**src/design/scra_pkg.sv**
```systemverilog
package scra_pkg;
	// ==========================================
	// Widths and counts
	localparam int WORD_W = 16;
	localparam int NUM_REGS = 16;
	localparam int NUM_PORTS = 16;
	localparam int NUM_MREGS = 11;
	localparam int SYS_CLK_MHZ = 200;
	// Power-on hold-off in microseconds
	localparam int POR_HOLD_US = 250;
	localparam int POR_HOLD_CYC = POR_HOLD_US * SYS_CLK_MHZ;
	localparam int CONV_CYC = 64;
	// ==========================================
	// Software bus map (word index)
	localparam logic [7:0] ADR_PORT_LAST = 8'h0F;
	localparam logic [7:0] ADR_DBG_ACC = 8'h10;
	localparam logic [7:0] ADR_DBG_PTR = 8'h11;
	localparam logic [7:0] ADR_DBG_INS = 8'h12;
	localparam logic [7:0] ADR_STATUS = 8'h13;
	localparam logic [7:0] ADR_CTRL = 8'h14;
	// Control bits: halt request, single step pulse
	localparam int CTRL_HALT = 0;
	localparam int CTRL_STEP = 1;
	// ==========================================
	// Processor register roles
	localparam logic [3:0] REG_ACC = 4'h0;
	localparam logic [3:0] REG_PTR = 4'h1;
	localparam int NUM_FIXED = 5;
	// Ports used for module access
	localparam logic [3:0] PORT_MADDR = 4'hD;
	localparam logic [3:0] PORT_MDATA = 4'hE;
	localparam logic [3:0] PORT_MCMD = 4'hF;
	// Instruction opcodes [15:12]
	typedef enum logic [3:0] {
		OP_NOP = 4'h0, OP_LDI = 4'h1, OP_TO_REG = 4'h2, OP_FROM_REG = 4'h3,
		OP_PORT_READ = 4'h4, OP_PORT_WRITE = 4'h5
	} scra_op_t;
	// ==========================================
	// Converter module register indices
	localparam logic [3:0] MR_CFG1A = 4'h0;
	localparam logic [3:0] MR_CFGTB = 4'h5;
	localparam logic [3:0] MR_DATA1 = 4'h6;
	localparam logic [3:0] MR_DATA2 = 4'h7;
	localparam logic [3:0] MR_DATAT = 4'h8;
	localparam logic [3:0] MR_CTRL = 4'h9;
	localparam logic [3:0] MR_POWER = 4'hA;
	// Control fields
	localparam int CV_CH1 = 0;
	localparam int CV_CH2 = 1;
	localparam int CV_TEMP = 2;
	localparam int SE_LSB = 4;
	// Config A: resolution [2:0], gain [7:4]; config B: ref [1:0], offset [15:8]
	localparam int RES_W = 3;
	localparam int RES_MIN = 9;
	localparam int GAIN_LSB = 4;
	localparam int OFS_LSB = 8;
	// Reference selections
	localparam logic [1:0] REF_SUPPLY = 2'h0;
	localparam logic [1:0] REF_EXT = 2'h1;
	localparam logic [1:0] REF_QUAD_BG = 2'h2;
	localparam logic [1:0] REF_BANDGAP = 2'h3;
	// ==========================================
	// Carriers
	typedef struct packed {
		logic [7:0] addr;
		logic [15:0] wdata;
		logic wr;
		logic rd;
	} scra_bus_req_t;
	typedef struct packed {
		logic [1:0] chan;
		logic [3:0] se_sel;
		logic [1:0] ref_sel;
		logic [3:0] gain;
		logic [7:0] offset;
		logic busy;
	} scra_afe_t;
endpackage

```
**src/design/scra_core.sv**
```systemverilog
// Contract
// - Hold processor in reset 250us after power-on.
// - Reset forces all processor registers to defaults.
// - Reset clears every module power enable.
// - Sixteen 16-bit processor registers.
// - Five fixed-role registers, eleven general purpose.
// - Acc, pointer, instruction readable only when halted.
// - Sixteen 16-bit ports, host read/write.
// - Only port read/write instructions touch ports.
// - Three ports form indirect module access path.
// - Control register write launches conversion.
// - Data registers hold conversion results.
// - Resolution selectable nine to sixteen bits.
// - Result is 16-bit two's complement word.
// - Temperature result 15 bits plus sign; code keeps the top 9..16 bits per its config A, like the other channels.
// - Temperature conversion forces bandgap reference.
// - Other channels select supply, external, quadrupled bandgap.
// - Temperature path no gain, offset still applies.
// - Ten converter registers, three channels.
// - Two configuration registers per channel.
// - Completed result goes to channel's result register.
// - Control selects channel and single-ended input.
// - Multiplexer offers fifteen internal single-ended nodes.
// - Convert bit halts processor; bits clear at end.
module scra_core
	import scra_pkg::*;
#(
	parameter int POR_CYCLES = POR_HOLD_CYC,
	parameter int CONV_CYCLES = CONV_CYC
) (
	input wire logic sys_clk,
	input wire logic rst,
	input wire scra_pkg::scra_bus_req_t bus_req,
	output logic [15:0] bus_rdata,
	output logic [15:0] instr_addr,
	input wire logic [15:0] instr_data,
	output logic instr_fetch,
	input wire logic [15:0] adc_sample,
	output scra_pkg::scra_afe_t afe_ctrl,
	output logic [15:0] power_en
);
	import scra_pkg::*;

	// ==========================================
	// State
	typedef enum {ST_POR, ST_RUN, ST_CONV} scra_state_t;
	scra_state_t state_reg, state_next;
	logic [15:0] por_cnt_reg, por_cnt_next; // Hold-off counter
	logic [15:0] conv_cnt_reg, conv_cnt_next; // Conversion timer
	logic [15:0] regs_reg [NUM_REGS]; // Processor registers
	logic [15:0] regs_next [NUM_REGS];
	logic [15:0] ports_reg [NUM_PORTS]; // Processor ports
	logic [15:0] ports_next [NUM_PORTS];
	logic [15:0] mregs_reg [NUM_MREGS]; // Converter and power registers
	logic [15:0] mregs_next [NUM_MREGS];
	logic [15:0] pc_reg, pc_next; // Fetch address
	logic [15:0] ir_reg, ir_next; // Last executed instruction
	logic [1:0] ctrl_reg, ctrl_next; // Halt and step
	logic [15:0] rdata_reg, rdata_next;
	logic halted; // Processor not executing
	logic execute; // Instruction retired this cycle
	logic [1:0] cur_chan; // Channel being converted
	logic [15:0] res_mask; // Kept result bits

	// Processor stands still in hold-off, conversion, or debug halt
	assign halted = (state_reg != ST_RUN) || ctrl_reg[CTRL_HALT];
	assign execute = (state_reg == ST_RUN) && (!ctrl_reg[CTRL_HALT] || ctrl_reg[CTRL_STEP]);
	assign instr_fetch = execute;
	assign instr_addr = pc_reg;
	assign bus_rdata = rdata_reg;
	assign power_en = mregs_reg[MR_POWER];

	// ==========================================
	// Converter front-end steering
	always_comb begin
		// Channel priority one, two, temperature
		if (mregs_reg[MR_CTRL][CV_CH1]) begin
			cur_chan = 2'h0;
		end else if (mregs_reg[MR_CTRL][CV_CH2]) begin
			cur_chan = 2'h1;
		end else begin
			cur_chan = 2'h2;
		end
		afe_ctrl.chan = cur_chan;
		afe_ctrl.se_sel = mregs_reg[MR_CTRL][SE_LSB +: 4];
		afe_ctrl.busy = (state_reg == ST_CONV);
		// Offset from config B of the channel, temperature too
		afe_ctrl.offset = mregs_reg[{cur_chan, 1'b1}][OFS_LSB +: 8];
		if (cur_chan == 2'h2) begin
			afe_ctrl.ref_sel = REF_BANDGAP;
			afe_ctrl.gain = 4'h0;
		end else begin
			// Bandgap code not selectable for these channels
			afe_ctrl.ref_sel = (mregs_reg[{cur_chan, 1'b1}][1:0] == REF_BANDGAP) ?
				REF_QUAD_BG : mregs_reg[{cur_chan, 1'b1}][1:0];
			afe_ctrl.gain = mregs_reg[{cur_chan, 1'b0}][GAIN_LSB +: 4];
		end
		// Keep the top 9..16 bits of the result
		res_mask = 16'hFFFF << (3'(7) - mregs_reg[{cur_chan, 1'b0}][RES_W-1:0]);
	end

	// ==========================================
	// Next-state logic
	always_comb begin
		logic [3:0] op;
		logic [3:0] idx;
		logic [3:0] midx;
		op = instr_data[15:12];
		idx = instr_data[11:8];
		midx = ports_reg[PORT_MADDR][3:0];
		state_next = state_reg;
		por_cnt_next = por_cnt_reg;
		conv_cnt_next = conv_cnt_reg;
		regs_next = regs_reg;
		ports_next = ports_reg;
		mregs_next = mregs_reg;
		pc_next = pc_reg;
		ir_next = ir_reg;
		ctrl_next = ctrl_reg;
		ctrl_next[CTRL_STEP] = 1'b0;
		rdata_next = 16'h0000;
		unique case (state_reg)
			ST_POR: begin
				// Count out the hold-off before first fetch
				if (por_cnt_reg == 16'(POR_CYCLES - 1)) begin
					state_next = ST_RUN;
				end else begin
					por_cnt_next = por_cnt_reg + 16'h0001;
				end
			end
			ST_RUN: begin
				if (execute) begin
					pc_next = pc_reg + 16'h0001;
					ir_next = instr_data;
					unique case (op)
						OP_LDI: begin
							regs_next[REG_ACC] = {8'h00, instr_data[7:0]};
						end
						OP_TO_REG: begin
							regs_next[idx] = regs_reg[REG_ACC];
						end
						OP_FROM_REG: begin
							regs_next[REG_ACC] = regs_reg[idx];
						end
						OP_PORT_READ: begin
							regs_next[REG_ACC] = ports_reg[idx];
						end
						OP_PORT_WRITE: begin
							ports_next[idx] = regs_reg[REG_ACC];
							// Command port write runs a module access
							if (idx == PORT_MCMD) begin
								if (regs_reg[REG_ACC][0]) begin
									// Result registers are not writable
									if (midx < MR_DATA1 || midx == MR_CTRL || midx == MR_POWER) begin
										mregs_next[midx] = ports_reg[PORT_MDATA];
									end
									if (midx == MR_CTRL && ports_reg[PORT_MDATA][CV_TEMP:CV_CH1] != 3'h0) begin
										state_next = ST_CONV;
										conv_cnt_next = 16'h0000;
									end
								end else begin
									ports_next[PORT_MDATA] = (midx < 4'(NUM_MREGS)) ?
										mregs_reg[midx] : 16'h0000;
								end
							end
						end
						default: begin
						end
					endcase
				end
			end
			ST_CONV: begin
				// Processor and fetch stay stopped here
				if (conv_cnt_reg == 16'(CONV_CYCLES - 1)) begin
					mregs_next[MR_DATA1 + 4'(cur_chan)] = adc_sample & res_mask;
					mregs_next[MR_CTRL][CV_TEMP:CV_CH1] = 3'h0;
					state_next = ST_RUN;
				end else begin
					conv_cnt_next = conv_cnt_reg + 16'h0001;
				end
			end
		endcase
		// Host port access wins over a same-cycle port write
		if (bus_req.wr) begin
			if (bus_req.addr <= ADR_PORT_LAST) begin
				ports_next[bus_req.addr[3:0]] = bus_req.wdata;
			end else if (bus_req.addr == ADR_CTRL) begin
				ctrl_next[CTRL_HALT] = bus_req.wdata[CTRL_HALT];
				ctrl_next[CTRL_STEP] = bus_req.wdata[CTRL_STEP] & ctrl_reg[CTRL_HALT];
			end
		end
		if (bus_req.rd) begin
			if (bus_req.addr <= ADR_PORT_LAST) begin
				rdata_next = ports_reg[bus_req.addr[3:0]];
			end else if (bus_req.addr == ADR_DBG_ACC) begin
				rdata_next = halted ? regs_reg[REG_ACC] : 16'h0000;
			end else if (bus_req.addr == ADR_DBG_PTR) begin
				rdata_next = halted ? regs_reg[REG_PTR] : 16'h0000;
			end else if (bus_req.addr == ADR_DBG_INS) begin
				rdata_next = halted ? ir_reg : 16'h0000;
			end else if (bus_req.addr == ADR_STATUS) begin
				rdata_next = {13'h0000, state_reg == ST_CONV, state_reg == ST_POR, halted};
			end else if (bus_req.addr == ADR_CTRL) begin
				rdata_next = {15'h0000, ctrl_reg[CTRL_HALT]};
			end
		end
	end

	// ==========================================
	// Registers; power-on reset clears everything
	always_ff @(posedge sys_clk or posedge rst) begin
		if (rst) begin
			state_reg <= ST_POR;
			por_cnt_reg <= 16'h0000;
			conv_cnt_reg <= 16'h0000;
			pc_reg <= 16'h0000;
			ir_reg <= 16'h0000;
			ctrl_reg <= 2'h0;
			rdata_reg <= 16'h0000;
			for (int i = 0; i < NUM_REGS; i++) begin
				regs_reg[i] <= 16'h0000;
			end
			for (int i = 0; i < NUM_PORTS; i++) begin
				ports_reg[i] <= 16'h0000;
			end
			for (int i = 0; i < NUM_MREGS; i++) begin
				mregs_reg[i] <= 16'h0000;
			end
		end else begin
			state_reg <= state_next;
			por_cnt_reg <= por_cnt_next;
			conv_cnt_reg <= conv_cnt_next;
			pc_reg <= pc_next;
			ir_reg <= ir_next;
			ctrl_reg <= ctrl_next;
			rdata_reg <= rdata_next;
			regs_reg <= regs_next;
			ports_reg <= ports_next;
			mregs_reg <= mregs_next;
		end
	end
endmodule

```
**config.mk**
```make
export PLATFORM = sky130hd
export DESIGN_NAME = scra_core
export DESIGN_NICKNAME = d
export VERILOG_FILES = /design/src/design/scra_pkg.sv /design/src/design/scra_core.sv
export SDC_FILE = /design/constraint.sdc
export NUM_CORES = 2
export LEC_CHECK = 0
export BUFFER_PORTS_ARGS = -buffer_cell sky130_fd_sc_hd__buf_2
export CORE_MARGIN = 2
export CORE_UTILIZATION = 41
export CTS_CLUSTER_DIAMETER = 150
export DETAILED_ROUTE_END_ITERATION = 12
export SYNTH_ARGS = -nofsm -noshare
export SYNTH_HDL_FRONTEND = slang
export SYNTH_SLANG_ARGS = --single-unit
```
**constraint.sdc**
```tcl
create_clock -name sys_clk -period 57.5 [get_ports sys_clk]
set_input_delay 2.875 -clock sys_clk [delete_from_list [all_inputs] [get_ports sys_clk]]
set_output_delay 2.875 -clock sys_clk [all_outputs]
set_load 0.005 [all_outputs]
```
==> flow_summary.json <==
{
  "cts_root_buf": "clkbuf_16",
  "rsz0062_at_grt": "false",
  "avgRoutedWirePerCell_um": 26.3,
  "fin_util_pct": 45.5,
  "period_share_pct": 11.0,
  "p_leak_nw": 20.3,
  "route.detailed.drc": 0,
  "grt_max_degree": 130,
  "dpl.cell_count": 4678,
  "period_minus_slack_ns": 6.31,
  "numClockSinks": 772,
  "antenna_left": 0,
  "clk_pin_slew_ns": 0.06,
  "hpwl_mm": 83.5,
  "cts_resized": 0,
  "gp_congestion": 0.847,
  "viasPerCell": 6.00,
  "numCtsBuffers": 84,
  "synth_seq_cells": 772,
  "drive_gt1_share_pct": 28.9,
  "ctsLongestPathBuffers": 3,
  "synth_cells": 3533,
  "yosysWarnings": 0,
  "vias": 29000,
  "synth_edf_count": 0,
  "syn2layout_area_growth_pct": 9.99,
  "cts_tree": "done",
  "maxCapViolCount": 0,
  "ys.flop_type": "dfrtp_1",
  "critical_path_class": "in2reg",
  "syn_area_um2": 41400,
  "synth_common_cells": "772 x dfrtp_1, 382 x mux2_2, 311 x nor2_1, 302 x mux2i_1, 290 x nand2_1",
  "cts_post_setup_buffers_inserted": 0,
  "drtIter0Drc": 2965,
  "yosysSeqAreaShare_pct": 46.7,
  "worstMarginPinSlew_ns": 1.20,
  "synth_top_area_share_pct": 46.7,
  "holdWs_ns": 0.464,
  "cp.arrival_ns": 6.85,
  "ios": 130,
  "synth_cell_types": 74,
  "peakVddDrop_v": 0.0000217,
  "die-area_um2": 104000,
  "slew_viol_final": 0,
  "power.density_nw_per_um2": 26.8,
  "wl_mm": 127,
  "final_cells": 4837,
  "crit_required_ns": 58.04,
  "critPathCaptureType": "flip-flop",
  "finalSetupViolations": 0,
  "hold_class": "reg2reg",
  "initial_core_util_pct": 41.3,
  "grt_usage_pct": 24.8,
  "cp-start-kind": "input port",
  "antenna_found_initial": 15,
  "fin_skew_ns": 0.0293,
  "h-tree-depth": 3,
  "synth_async_sr_flop_share_pct": 100,
  "yosys.area.top_type": "dfrtp_1",
  "crit_path_max_fanout": 61,
  "syn_nets": 3596,
  "fmax_mhz": 158,
  "r2r_slack_ns": 54.25,
  "coreArea_um2": 100000,
  "synth.area.top_cells": "dfrtp_1 47%, mux4_2 13%, mux2_2 10%, mux2i_1 7.3%, a21oi_1 3.4%",
  "synth.most_common_cell": "dfrtp_1",
  "clk_latency_ns": 0.67,
  "ctsHoldBuffers": 0,
  "tns_ns": 0,
  "finalHoldViolCount": 0,
  "max-slew-margin-rel_pct": 19.9,
  "die_w_um": 322,
  "io_buffer_count": 129,
  "grt_pass1_wl_mm": 194,
  "die_y_um": 322,
  "fin_nets": 3529,
  "syn_avg_cell_area_um2": 11.7,
  "grt_pass1_vias": 28700,
  "grt_overflow": 0,
  "dr.pass1.iters": 7,
  "row_count": 116,
  "status": "finished clean"
}
cells by family after synthesis:
| logic type | synth area share, % |
|---|---|
| mux | 30.2 |
| simple gates | 10.3 |
| flops | 46.7 |
| compound gates | 7.57 |
| buf+inv | 4.37 |
| xor+xnor | 0.846 |
| fa+ha+maj | 0.0907 |
path summary, 6_finish.rpt:
| check | from | to | cells past startpoint |
|---|---|---|---|
| setup / recovery | instr_data[8] | power_en[11]$_DFFE_PP0P_ | 7 |
| hold / removal | mregs_reg[59]$_DFFE_PP0P_ | mregs_reg[59]$_DFFE_PP0P_ | 2 |
| setup reg to reg | state_reg[0]$_DFFE_PP0P_ | power_en[11]$_DFFE_PP0P_ | 6 |
| hold reg to reg | mregs_reg[59]$_DFFE_PP0P_ | mregs_reg[59]$_DFFE_PP0P_ | 2 |
| max in group asynchronous | rst | regs_reg[114]$_DFFE_PP0P_ | 4 |
| min in group asynchronous | rst | ports_reg[157]$_DFF_PP0_ | 2 |
metrics by stage:
step | setup WS (ns) | instance area (um2) | total power, W
final | 51.19 | 45500 | 0.00122
after global routing | 50.87 | 45500 | 0.00126
after CTS | 51.17 | 45500 | 0.00123
after detailed placement | 50.46 | 42700 | 0.000676
after global placement | 50.54 | 42700 | 0.000674
after floorplan | 32.95 | 41400 | 0.000647
power by group:
part / internal [W] / leakage (nW) / switching [W]
clock: 0.000320 / 1.40 / 0.000236
combinational: 0.0000390 / 8.55 / 0.0000537
sequential: 0.000558 / 10.4 / 0.0000157
cell usage in the layout, fill, tap and decap left out, types with 12 or more instances in the layout:
master,count
a221oi_1,15
dfrtp_1,770
nand4_1,41
nand2b_1,13
nor2_1,310
clkinv_2,16
nand3_1,55
clkbuf_16,84
clkbuf_8,25
o211ai_1,17
nor2b_1,26
a22oi_1,22
nor3_4,13
nor3_1,17
nand2_1,290
mux2i_1,302
buf_2,124
inv_1,19
mux4_2,230
xor2_1,15
and3_1,17
buf_4,87
o21ai_0,86
o2bb2ai_1,14
nor4_1,21
mux2_2,382
a31oi_1,15
a211oi_1,19
xnor2_1,25
a21oi_1,280
clkbuf_1,12
or2_2,14
area by class of cell:
cell class	instances	area (um2)
antenna	6	15.0
clock buffer	120	2480
clock inverter	33	364
fill	9265	54600
inverter	22	90.1
multi-input combinational	2371	20300
sequential	772	19300
tap	1298	1620
timing repair buffer	215	1330
routing by layer:
layer | routed length, um | vias up | GRT usage (%)
met1 | 53800 | 14800 | 34.4
met2 | 59700 | 1188 | 39.1
met5 | 76 | - | 0
met4 | 4650 | 12 | 9.09
met3 | 9190 | 255 | 4.44
li1 | - | 12800 | -
worst max-delay path: stages:
cell and delay, ns:
clkbuf_8 0.53, buf_4 0.63, and4_1 0.44, nand4_4 0.54, nor2_1 0.42, nand3_1 0.71
mux2_2 0.55
Power figures use the tool's default switching activity.
